### src/verilog/addr_data_port_map.vh
/*
  register offsets, widths, reset values and mode codes for the
  address/data port pair. assumes a 16-bit register address port.
*/
`ifndef ADDR_DATA_PORT_MAP_VH
`define ADDR_DATA_PORT_MAP_VH
`define ADP_AW 16
`define ADP_DW 8
`define ADP_OFS_D_DIR 16'hfe3c
`define ADP_OFS_D_PCR 16'hfe43
`define ADP_OFS_D_OUT 16'hff0c
`define ADP_OFS_D_PIN 16'hffbc
`define ADP_OFS_A_PCR 16'hfe42
`define ADP_OFS_A_DIR 16'hfe3b
`define ADP_RST_VAL 8'h00
`define ADP_UNDEF_VAL 8'hff
`define ADP_MODE_W 3
`define ADP_MODE_4 3'h4
`define ADP_MODE_5 3'h5
`define ADP_MODE_6 3'h6
`define ADP_MODE_7 3'h7
`endif

### src/verilog/addr_data_port_pair.v
/*
  address port and data port pair: register file, standby and reset
  retention, mode-dependent pin functions and pull-ups.
  assumes mode pins are static straps, bus controller on core_clk.
*/
`timescale 1ns/1ps
`include "addr_data_port_map.vh"
// Summary of operation
// - address port pull-up register, retained by soft resets
// - address pull-ups only in modes six, seven
// - pull-up on when direction 0, pull bit 1
// - pull-ups off at power-on and hardware standby
// - output and address pins never pulled up
// - modes four, five: address port all address
// - mode six: direction picks address or input
// - mode seven: address port plain I/O
// - data direction write-only, reads undefined
// - data direction cleared only by hard reset
// - modes four to six: data bus pins
// - mode seven: data direction picks output/input
// - data output register, retained by soft resets
// - pin-read register read-only, writes ignored
// - read returns output bit or pin level
// - pin-read frozen in manual reset, software standby
// - data port pull-up register, reset to zero
// - data pull-ups only mode seven inputs
// - address pin read: output bit or pin
module addr_data_port_pair #(
  parameter W = 8
) (
  input wire core_clk,
  input wire rst_n,
  input wire clk_en,
  input wire hw_standby,
  input wire manual_reset,
  input wire sw_standby,
  input wire [`ADP_MODE_W-1:0] op_mode,
  input wire [`ADP_AW-1:0] reg_addr,
  input wire [W-1:0] reg_wdata,
  input wire reg_wr,
  input wire reg_rd,
  output reg [W-1:0] reg_rdata,
  input wire [W-1:0] addr_dir,
  input wire [W-1:0] addr_port_out,
  input wire [W-1:0] bus_addr_out,
  input wire [W-1:0] bus_data_out,
  input wire [W-1:0] bus_data_oe_n,
  input wire [W-1:0] addr_pin_in,
  output wire [W-1:0] addr_pin_out,
  output wire [W-1:0] addr_pin_oe_n,
  output wire [W-1:0] addr_pullup_en,
  output wire [W-1:0] addr_port_pin_level,
  input wire [W-1:0] data_pin_in,
  output wire [W-1:0] data_pin_out,
  output wire [W-1:0] data_pin_oe_n,
  output wire [W-1:0] data_pullup_en
);
  reg [W-1:0] address_port_pullup_control_r;
  reg [W-1:0] data_port_direction_r;
  reg [W-1:0] data_port_pullup_control_r;
  reg [W-1:0] data_port_output_value_r;
  reg [W-1:0] data_pin_view_r;
  reg [W-1:0] addr_pin_view_r;
  wire [W-1:0] data_pin_sync;
  wire [W-1:0] addr_pin_sync;

  function sel_hit;
    input [`ADP_AW-1:0] a;
    input [`ADP_AW-1:0] ofs;
    begin
      sel_hit = (a == ofs);
    end
  endfunction

  // hardware standby acts like power-on for everything it clears
  wire hard_clr = hw_standby;
  wire frozen = manual_reset | sw_standby;
  wire wr_ok = reg_wr & ~frozen;
  wire m45 = (op_mode == `ADP_MODE_4) | (op_mode == `ADP_MODE_5);
  wire m6 = (op_mode == `ADP_MODE_6);
  wire m7 = (op_mode == `ADP_MODE_7);

  pin_sync3 #(.W(W)) u_dsync (
    .core_clk(core_clk),
    .rst_n(rst_n),
    .clk_en(clk_en),
    .pin_in(data_pin_in),
    .pin_sync(data_pin_sync)
  );

  pin_sync3 #(.W(W)) u_async (
    .core_clk(core_clk),
    .rst_n(rst_n),
    .clk_en(clk_en),
    .pin_in(addr_pin_in),
    .pin_sync(addr_pin_sync)
  );

  always @(posedge core_clk or negedge rst_n) begin
    if (!rst_n) begin
      address_port_pullup_control_r <= `ADP_RST_VAL;
      data_port_direction_r <= `ADP_RST_VAL;
      data_port_output_value_r <= `ADP_RST_VAL;
      data_port_pullup_control_r <= `ADP_RST_VAL;
    end else if (clk_en) begin
      if (hard_clr) begin
        address_port_pullup_control_r <= `ADP_RST_VAL;
        data_port_direction_r <= `ADP_RST_VAL;
        data_port_output_value_r <= `ADP_RST_VAL;
        data_port_pullup_control_r <= `ADP_RST_VAL;
      end else if (wr_ok) begin
        if (sel_hit(reg_addr, `ADP_OFS_A_PCR))
          address_port_pullup_control_r <= reg_wdata;
        if (sel_hit(reg_addr, `ADP_OFS_D_DIR))
          data_port_direction_r <= reg_wdata;
        if (sel_hit(reg_addr, `ADP_OFS_D_OUT))
          data_port_output_value_r <= reg_wdata;
        if (sel_hit(reg_addr, `ADP_OFS_D_PCR))
          data_port_pullup_control_r <= reg_wdata;
      end
    end
  end

  // pin views track the merged value except while frozen
  always @(posedge core_clk or negedge rst_n) begin
    if (!rst_n) begin
      data_pin_view_r <= `ADP_RST_VAL;
      addr_pin_view_r <= `ADP_RST_VAL;
    end else if (clk_en && !frozen) begin
      data_pin_view_r <= (data_port_direction_r & data_port_output_value_r)
        | (~data_port_direction_r & data_pin_sync);
      addr_pin_view_r <= (addr_dir & addr_port_out) | (~addr_dir & addr_pin_sync);
    end
  end

  assign addr_port_pin_level = addr_pin_view_r;

  // read data stand one cycle after the strobe only
  always @(posedge core_clk or negedge rst_n) begin
    if (!rst_n) begin
      reg_rdata <= `ADP_RST_VAL;
    end else if (clk_en) begin
      reg_rdata <= `ADP_RST_VAL;
      if (reg_rd) begin
        if (sel_hit(reg_addr, `ADP_OFS_A_PCR))
          reg_rdata <= address_port_pullup_control_r;
        else if (sel_hit(reg_addr, `ADP_OFS_D_DIR))
          reg_rdata <= `ADP_UNDEF_VAL;
        else if (sel_hit(reg_addr, `ADP_OFS_D_OUT))
          reg_rdata <= data_port_output_value_r;
        else if (sel_hit(reg_addr, `ADP_OFS_D_PCR))
          reg_rdata <= data_port_pullup_control_r;
        else if (sel_hit(reg_addr, `ADP_OFS_D_PIN))
          reg_rdata <= data_pin_view_r;
        else if (sel_hit(reg_addr, `ADP_OFS_A_DIR))
          reg_rdata <= `ADP_UNDEF_VAL;
      end
    end
  end

  // address port: modes 4/5 all address, mode 6 dir picks address
  wire [W-1:0] a_sel = m6 ? addr_dir : {W{1'b0}};
  wire [W-1:0] a_oe_n = {W{1'b0}};

  port_pin_mux #(.W(W)) u_amux (
    .bus_owns(m45),
    .bus_sel(a_sel),
    .port_io(m7),
    .pull_ok((m6 | m7) & ~hard_clr),
    .dir(addr_dir),
    .pcr(address_port_pullup_control_r),
    .port_out(addr_port_out),
    .bus_out(bus_addr_out),
    .bus_oe_n(a_oe_n),
    .pin_out(addr_pin_out),
    .pin_oe_n(addr_pin_oe_n),
    .pullup_en(addr_pullup_en)
  );

  // data port: modes 4-6 bus owns, direction ignored
  port_pin_mux #(.W(W)) u_dmux (
    .bus_owns(~m7),
    .bus_sel({W{1'b0}}),
    .port_io(m7),
    .pull_ok(m7 & ~hard_clr),
    .dir(data_port_direction_r),
    .pcr(data_port_pullup_control_r),
    .port_out(data_port_output_value_r),
    .bus_out(bus_data_out),
    .bus_oe_n(bus_data_oe_n),
    .pin_out(data_pin_out),
    .pin_oe_n(data_pin_oe_n),
    .pullup_en(data_pullup_en)
  );
endmodule // addr_data_port_pair

### src/verilog/pin_sync3.v
/*
  three-stage synchroniser for a bus of pin inputs with agreement filter.
  assumes pins are asynchronous to core_clk.
*/
`timescale 1ns/1ps
module pin_sync3 #(
  parameter W = 8
) (
  input wire core_clk,
  input wire rst_n,
  input wire clk_en,
  input wire [W-1:0] pin_in,
  output reg [W-1:0] pin_sync
);
  reg [W-1:0] s1_r;
  reg [W-1:0] s2_r;
  reg [W-1:0] s3_r;
  always @(posedge core_clk or negedge rst_n) begin
    if (!rst_n) begin
      s1_r <= {W{1'b0}};
      s2_r <= {W{1'b0}};
      s3_r <= {W{1'b0}};
      pin_sync <= {W{1'b0}};
    end else if (clk_en) begin
      s1_r <= pin_in;
      s2_r <= s1_r;
      s3_r <= s2_r;
      // glitch filter: only take bits where stages two and three agree
      pin_sync <= (pin_sync & ~(s2_r ~^ s3_r)) | (s2_r & (s2_r ~^ s3_r));
    end
  end
endmodule // pin_sync3

### src/verilog/port_pin_mux.v
/*
  per-pin function mux for one 8-bit port: picks bus or port drive and
  computes pull-up enables. assumes decoded mode flags from the top.
*/
`timescale 1ns/1ps
module port_pin_mux #(
  parameter W = 8
) (
  input wire bus_owns,
  input wire [W-1:0] bus_sel,
  input wire port_io,
  input wire pull_ok,
  input wire [W-1:0] dir,
  input wire [W-1:0] pcr,
  input wire [W-1:0] port_out,
  input wire [W-1:0] bus_out,
  input wire [W-1:0] bus_oe_n,
  output wire [W-1:0] pin_out,
  output wire [W-1:0] pin_oe_n,
  output wire [W-1:0] pullup_en
);
  genvar i;
  generate
    for (i = 0; i < W; i = i + 1) begin : g_pin
      wire by_bus = bus_owns | bus_sel[i];
      assign pin_out[i] = by_bus ? bus_out[i] : port_out[i];
      assign pin_oe_n[i] = by_bus ? bus_oe_n[i] : ~(port_io & dir[i]);
      // pull-up only on a general input; outputs never pulled
      assign pullup_en[i] = pull_ok & ~by_bus & ~dir[i] & pcr[i];
    end
  endgenerate
endmodule // port_pin_mux

### config.mk
export PLATFORM = sky130hd
export DESIGN_NAME = addr_data_port_pair
export DESIGN_NICKNAME = d
export VERILOG_FILES = /design/src/verilog/addr_data_port_pair.v /design/src/verilog/pin_sync3.v /design/src/verilog/port_pin_mux.v
export VERILOG_INCLUDE_DIRS = /design/src /design/src/verilog
export SDC_FILE = /design/constraint.sdc
export NUM_CORES = 1
export LEC_CHECK = 0
export BUFFER_PORTS_ARGS = -buffer_cell sky130_fd_sc_hd__buf_4
export CAP_MARGIN = 20
export CORE_MARGIN = 4
export CORE_UTILIZATION = 47
export CTS_BUF_LIST = sky130_fd_sc_hd__clkbuf_16
export CTS_CLUSTER_DIAMETER = 30
export DETAILED_ROUTE_END_ITERATION = 16
export PLACE_DENSITY = 0.75
export SLEW_MARGIN = 10
export SYNTH_ARGS = -nofsm -noshare
export SYNTH_HDL_FRONTEND = slang
export SYNTH_SLANG_ARGS = --single-unit
### constraint.sdc
create_clock -name core_clk -period 4.4 [get_ports core_clk]
set_input_delay 1.32 -clock core_clk [delete_from_list [all_inputs] [get_ports core_clk]]
set_output_delay 1.32 -clock core_clk [all_outputs]
set_load 0.01 [all_outputs]
==> flow_results.org, run 1 <==
** Status
- The flow ran to the end, and the final reports show no timing, DRC or antenna violations.

** GRT
- Maximum number of pins on one net before global-route repair :: 91
- Layer carrying the most global-route usage :: met2
- For met1 alone, demand over resource in global routing was 0.268.
- The first global-routing pass estimated 24800 µm of wire.
- Global-route met3 utilization :: 0.0532
- For met2 alone, demand over resource in global routing was 0.366.
- Across every metal layer, demand over resource in global routing totals 0.220.
- Summed over all layers, the global routing overflow is 0.
- The via count of the first global-routing pass is 4805.
- The number of antenna violations at the first check in global routing came to 0.

** Power
- Leakage Power :: 3.45 nW
- Of the total power, the share spent switching nets is 0.268.
- Max IR drop VDD :: 0.000311 V
- The share of total power dissipated in sequential elements is 0.429.
- For this design the total switching power over the nets is 0.918 mW.
- Power after layout :: 3.42 mW
- For this design the ratio of total power to cell area is 443 mW/mm².
- Internal power :: 2.51 mW
- Comb power frac :: 0.163
- The share of total power dissipated in the clock network is 0.408.

** Floorplan
- Horizontal die dimension :: 119 µm
- During I/O placement, the number of pins put on the boundary was 155.
- Die outline area :: 0.0142 mm²
- Row Count :: 40
- Core area :: 0.0121 mm²
- Initial standard-cell utilization of the core :: 0.481
- DIE HEIGHT :: 119 µm

** Synthesis
- Of the post-synthesis cell area, the dominant cell type holds 0.517.
- Post-Syn Instances :: 515
- Most used standard cells in the synthesized netlist :: dfrtp_1 (120), mux2_2 (96), a21oi_1 (49)
- Averaged over all synthesized cells, the footprint is 11.3 µm².
- Yosys synthesis warning count :: 0
- Among all cell types in the netlist, the one instantiated most often is dfrtp_1.
- For this run, asynchronously set or reset flops after synthesis account for 1.00.
- Ranked by total cell area, the synthesized netlist is headed by dfrtp_1 (52%), mux2_2 (19%), a21oi_1 (4.2%).
- Number of distinct library cells after synthesis :: 34
- In this run, synthesis produced a sequential element count of 120.
- The share of the Yosys chip area taken by registers is 0.517.
- Post-synthesis net count :: 606
- The synthesized design contains 0 enable-type register cells.
- Top FF cell, synth :: dfrtp_1
- Post-synth top area cell :: dfrtp_1
- The cell area that synthesis handed to floorplanning was 0.00580 mm².

** Critical path
- Ordered cell list for the critical path :: buf_4 > inv_1 > nand2b_1 > nor3b_1 > buf_4
- Slowest stage delay, CP :: 0.35 ns
- By startpoint and endpoint, the worst setup path is classified as primary input to primary output.
- Maximum fanout along the worst path :: 11
- The worst setup path is launched from a primary input.
- The slowest stage of the critical path is the nor3b_1 cell.
- Data on the critical path is required at its endpoint by 3.08 ns.
- Setup crit end kind :: primary output
- Crit path arrival time :: 2.56 ns
- Cell type with the highest occurrence count on the critical path :: buf_4

** Drt
- Router iterations before antenna repair :: 4
- Summing over every cut layer, the via total after detailed routing is 4619.
- After detailed routing, the number of remaining DRC violations is 0.
- Vias per Instance :: 5.45
- The detailed router finished its first iteration with 343 violations.
- The count of nets left with antenna violations once routing finished came out at 0.
- After detailed routing, the total wire length is 15300 µm.
- In the final routed layout, each cell accounts on average for 18.1 µm.

** Timing
- In the finished design, the share of the clock period the worst path needs comes to 0.882.
- The number of hold violations in the final report was 0.
- The count of pins over their slew limit was 0.
- Setup slack closes at 0.519 ns.
- For the final database, setup skew stands at 0.00788 ns.
- # setup viols final :: 0
- Normalized max-slew margin :: 0.350
- After layout, the minimum clock period comes to 3.88 ns.
- Setup TNS after final layout :: 0 ns
- Worst-margin pin slew :: 0.974 ns
- Setup repair after global routing left no endpoint under its margin.
- Maximum clock frequency :: 258 MHz

** Clocking
- CTS root buffer :: clkbuf_16
- Post-cts resize count :: 0
- Number of sinks handled by clock tree synthesis :: 120
- Maximum clock path buffer count :: 2
- The number of clock buffers added by TritonCTS is 17.
- Clock-pin slew was measured on the worst setup and hold paths at 0.06 ns.
- TritonCTS built the clock tree.
- H-tree depth :: 4
- Cts hold-fix bufs :: 0
- After clock tree synthesis, the setup repair step added 0 buffers.
- The later pin in the worst-skew pair is clocked with a latency of 0.41 ns.

** Layout
- Compared with the post-synthesis result, the final layout area differs by 33.0%.
- In the final design database the tool counted 758 nets.
- 0 antenna diodes ended up in the layout.
- Fraction of layout instances using a drive strength above 1 :: 0.432
- Fill count :: 945
- The count of cells in the finished layout, fillers not included, comes to 848.

** Place
- Port bufs :: 154
- Pre-CTS setup slack :: 0.540 ns
- Detailed-placement wirelength estimate :: 10900 µm
- In this run, placement finished with an instance count of 816.
- Final estimated routing congestion in global placement :: 0.901

** Hold path
- The tightest min-delay check is of the register to register type.

** Flow run
- The tool flagged a number of max-cap violations equal to 0.
layout by cell type (no fill, tap or decap), types with 3 or more instances in the layout:
master | Yosys | layout
buf_4 | 0 | 159
dfrtp_1 | 120 | 120
mux2_2 | 96 | 96
a21oi_1 | 49 | 49
o21ai_0 | 32 | 32
nor2_1 | 32 | 32
nand2b_1 | 25 | 25
nor2b_1 | 19 | 19
nor3b_1 | 18 | 17
nand2_1 | 17 | 17
clkbuf_16 | 0 | 17
mux2i_1 | 16 | 16
inv_1 | 11 | 11
nor3_1 | 11 | 11
o221ai_1 | 8 | 8
a32oi_1 | 8 | 8
nand3_1 | 4 | 4
clkinv_4 | 0 | 4
nand4_1 | 3 | 3
bufinv_16 | 0 | 3
clkinv_2 | 0 | 3
cells by family (layout without fill, tap and decap cells):
group,count (synthesis),count (layout),share of synthesized area
compound gates,103,103,0.106
buf+inv,38,203,0.0265
flops,120,120,0.517
mux,112,112,0.214
simple gates,142,142,0.136
cell type report:
type                            instances  area (µm²)  area share
Clock buffer                           17         425      0.0551
Clock inverter                         15         176      0.0228
Multi-Input combinational cell        357        2650       0.343
Inverter                               11        41.3     0.00535
Tap cell                              168         210      0.0272
Sequential cell                       120        3000       0.389
Timing Repair Buffer                  160        1210       0.157
stage by stage:
| stage | area [µm²] | util | hold WS, ns |
|---|---|---|---|
| final | 7720 | 0.640 | 0.496 |
| after global routing | 7720 | 0.640 | 0.512 |
| after CTS | 7720 | 0.640 | 0.498 |
| after detailed placement | 7120 | 0.590 | 0.484 |
| after global placement | 7120 | 0.590 | 0.466 |
| after floorplan | 5800 | - | 0.459 |
worst paths after layout:
path	start	to	slack, ns	depth (start not counted)
setup / recovery	hw_standby	data_pullup_en[7]	0.52	5
hold / removal	u_async.s3_r[4]	register	0.50	2
setup reg to reg	data_pin_view_r[2]	reg_rdata[2]	3.34	4
hold reg to reg	u_async.s3_r[4]	register	0.50	2
max in group asynchronous	rst_n	u_dsync.s1_r[1]	2.59	2
min in group asynchronous	rst_n	addr_port_pin_level[2]	1.03	1
power groups by stage:
stage / clock network (mW) / registers (mW) / logic [mW]
after CTS: 1.42 / 1.47 / 0.565
after global placement: 0 / 1.47 / 0.536
final: 1.40 / 1.47 / 0.558
after detailed placement: 0 / 1.48 / 0.558
after global routing: 1.47 / 1.50 / 0.618
after floorplan: 0 / 1.43 / 0.334
critical path, delay by kind of cell:
family                 cells  cell delay, ns
buffers and inverters      3            0.58
AND/OR/NAND/NOR            2            0.66
routing by layer:
metal / vias up / part of all wire
li1: 2157 / -
met1: 2263 / 0.41
met2: 160 / 0.51
met3: 39 / 0.057
met4: 0 / 0.029
met5: - / 0
Power figures use the tool's default switching activity.
==> inputs of run 2 (changes only) <==
--- a/config.mk
+++ b/config.mk
@@ -18,3 +18,4 @@
 export SYNTH_ARGS = -nofsm -noshare
 export SYNTH_HDL_FRONTEND = slang
 export SYNTH_SLANG_ARGS = --single-unit
+export TNS_END_PERCENT = 20
==> constraint.sdc (replaced) <==
create_clock -name core_clk -period 5 [get_ports core_clk]
set_input_delay 1.5 -clock core_clk [delete_from_list [all_inputs] [get_ports core_clk]]
set_output_delay 1.5 -clock core_clk [all_outputs]
set_load 0.01 [all_outputs]
==> run 2 against run 1 <==
Total power decreased by 9.6%; critical path depth unchanged; global-route usage increased by 0.059 points; flip-flop and latch count unchanged; die area unchanged; clock power decreased by 6%; combinational power decreased by 11%; sequential share of layout area decreased by 0.088 points; final cell count decreased by 0.12%; first-iteration DRC count increased by 7.3%; highest routed layer unchanged.
==> flow_results.org, run 2 (same netlist as run 1, synthesis figures left out) <==
** GRT
- Total congestion overflow :: 0 (unchanged)
- First-pass GRT wire length :: 24600 µm (-0.61%)
- Maximum number of pins on one net before global-route repair :: 91 (unchanged)
- The number of antenna violations at the first check in global routing came to 0 (unchanged).
- The global-route usage over all layers was 0.220 (+0.000589).
- The via count of the first global-routing pass is 4830 (+0.52%).

** Critical path
- The critical path's largest stage delay came to 0.33 ns (-0.02 ns).
- The depth of the critical timing path with buffers and inverters included came to 5 (unchanged).
- R2r startpoint :: data_pin_view_r[6]
- The highest fanout seen on the critical path was 11 (unchanged).
- In this run the worst setup path terminates at addr_pullup_en[0].
- The slowest stage of the critical path belongs to the cell nor3b_1.
- STA classifies the critical path startpoint as a primary input.
- Number of buffers and inverters on the critical path :: 3 (unchanged)
- STA classifies the critical path endpoint as a primary output.
- Ordered cell list for the critical path :: buf_4 > inv_1 > nand3_1 > nor3b_1 > buf_4
- Broken down by cell family, the worst path's largest delay share belongs to simple AND/OR/NAND/NOR gates.
- The data arrival at the endpoint of the critical path was 2.73 ns (+0.17 ns).
- Endpoint required time on the critical path :: 3.50 ns (+0.42 ns)
- The worst setup path is of the primary input to primary output kind.
- Startpoint of the worst setup timing path :: hw_standby
- Cell type with the highest occurrence count on the critical path :: buf_4
- Capturing point of the worst reg2reg path :: reg_rdata[6]
- The worst reg-to-reg setup slack is 3.95 ns (+0.61 ns).
- Depth of the most critical reg-to-reg path :: 4 (unchanged)

** Clocking
- The number of buffers added to fix hold violations after cts is 0 (unchanged).
- Post-cts resize count :: 0 (unchanged)
- The later-pin clock latency in the skew report was 0.41 ns (about the same).
- The clock buffer count from CTS came to 17 (unchanged).
- Number of sinks handled by clock tree synthesis :: 120 (unchanged)
- The largest buffer count on any clock path was 2 (unchanged).
- Clock Pin Slew Worst Setup and Hold Paths :: 0.06 ns (about the same)
- TritonCTS built the clock tree.
- The number of setup buffers added after CTS is 0 (unchanged).
- CTS root buffer :: clkbuf_16
- The H-tree depth is 4 (unchanged).

** Layout
- The count of inserted antenna diode cells is 0 (unchanged).
- The layout filler cell count was 970 (+2.6%).
- Count of non-filler cells in the finished layout :: 847 (-0.12%)
- The library cells used most frequently in the layout, excluding fill and tap cells, are buf_4 (159), dfrtp_1 (120), mux2_2 (96).
- Fraction of layout instances using a drive strength above 1 :: 0.433 (+0.000637)
- Synth-to-layout area growth :: 33.3%
- The final design instance area without fill is 0.00774 mm² (+0.23%).
- Leading cell type in the layout, fill and taps excluded :: buf_4
- Sequential Area :: 0.00300 mm² (unchanged)
- Net count, final :: 757 (-0.13%)
- Multi-input gate area :: 0.00265 mm² (unchanged)

** Status
- Status :: completed

** Floorplan
- DIE HEIGHT :: 119 µm (unchanged)
- Die outline area :: 0.0142 mm² (unchanged)
- Horizontal die dimension :: 119 µm (unchanged)
- The core footprint is 0.0121 mm² (unchanged).
- The count of pins on the block boundary came to 155 (unchanged).
- The initial core utilization was 0.481 (unchanged).
- The number of rows created at floorplan was 40 (unchanged).

** Hold path
- The number of instances on the worst hold path is 2 (unchanged).
- The path class of the tightest hold or removal check is register to register.

** Drt
- The routed via count was 4623 (+0.087%).
- Router iterations before antenna repair :: 4 (unchanged)
- Remaining routing DRC violations :: 0 (unchanged)
- Vias per Instance :: 5.46 (+0.20%)
- The average wire per cell in the routed design came to 18.4 µm (+1.9%).
- Final antenna-violating net count :: 0 (unchanged)
- The total length of routed wires came to 15600 µm (+1.7%).
- Drt initial violations :: 368 (+7.3%)

** Place
- The number of placed cells counting well taps came to 815 (-0.12%).
- Detailed-placement wirelength estimate :: 11200 µm (+3.1%)
- Port bufs :: 154 (unchanged)
- Final estimated routing congestion in global placement :: 0.961 (+6.7%)
- The cell area reported after detailed placement came to 0.00710 mm² (-0.28%).

** Timing
- Number of hold violations in the final report :: 0 (unchanged)
- Setup TNS after final layout :: 0 ns (unchanged)
- Number of max-slew violations in the final report :: 0 (unchanged)
- Post-route minimum period :: 4.23 ns
- Normalized max-slew margin :: 0.302 (-0.0485)
- Setup repair after global routing left no endpoint under its margin.
- The final hold slack is 0.486 ns (-0.00992 ns).
- The actual transition at the worst max-transition pin is 1.04 ns (+0.0648 ns).
- Fin Clk Skew :: 0.00667 ns (-0.00122 ns)
- Maximum clock frequency :: 237 MHz
- The final setup violation count was 0 (unchanged).
- Fraction of the cycle the final worst path needs :: 0.845

** Power
- Leakage Power :: 3.47 nW (+0.32%)
- Areal power density over the cells :: 400 mW/mm² (-9.8%)
- Max IR drop VDD :: 0.000256 V (-18%)

** Flow run
- Count of maximum capacitance violations :: 0 (unchanged)
[run 2: through the flow]
step	power (mW)	utilization	worst slack (ns)
CTS	3.12	0.642	0.795
global route	3.25	0.642	0.676
detailed placement	1.80	0.589	0.810
global placement	1.77	0.589	0.850
floorplan	1.55	-	0.892
finish	3.10	0.642	0.773
[run 2: where the power goes]
part | internal, mW | total, mW | switching (mW)
combinational | 0.277 | 0.494 | 0.217
clock | 0.847 | 1.31 | 0.465
sequential | 1.14 | 1.29 | 0.147
total | 2.27 | 3.10 | 0.828
[run 2: routing by layer]
metal,track usage,vias to the layer above,share of wire
met5,0,-,0
met4,0.109,0,0.040
met3,0.0551,43,0.061
met2,0.369,178,0.51
met1,0.263,2253,0.39
li1,-,2149,-
[run 2: final cells by class]
cell class,count,area share
multi-input combinational,357,0.343
timing repair buffer,159,0.154
sequential,120,0.388
tap,168,0.0272
clock inverter,15,0.0276
clock buffer,17,0.0550
inverter,11,0.00533
[run 2: how the worst min path moves through the flow]
stage,startpoint,end,slack [ns]
after floorplan,u_dsync.s3_r[5],register,0.46
after global placement,u_async.s3_r[1],register,0.47
after detailed placement,u_dsync.s3_r[7],register,0.48
after CTS,u_dsync.s3_r[7],register,0.49
after global routing,u_dsync.s1_r[7],u_dsync.s1_r[7],0.52
final,u_async.s3_r[4],register,0.49
[run 2: worst min-delay path, stage by stage (launching register included)]
cell     delay [ns]
dfrtp_1        0.34
a21oi_1        0.04
nor2_1         0.07
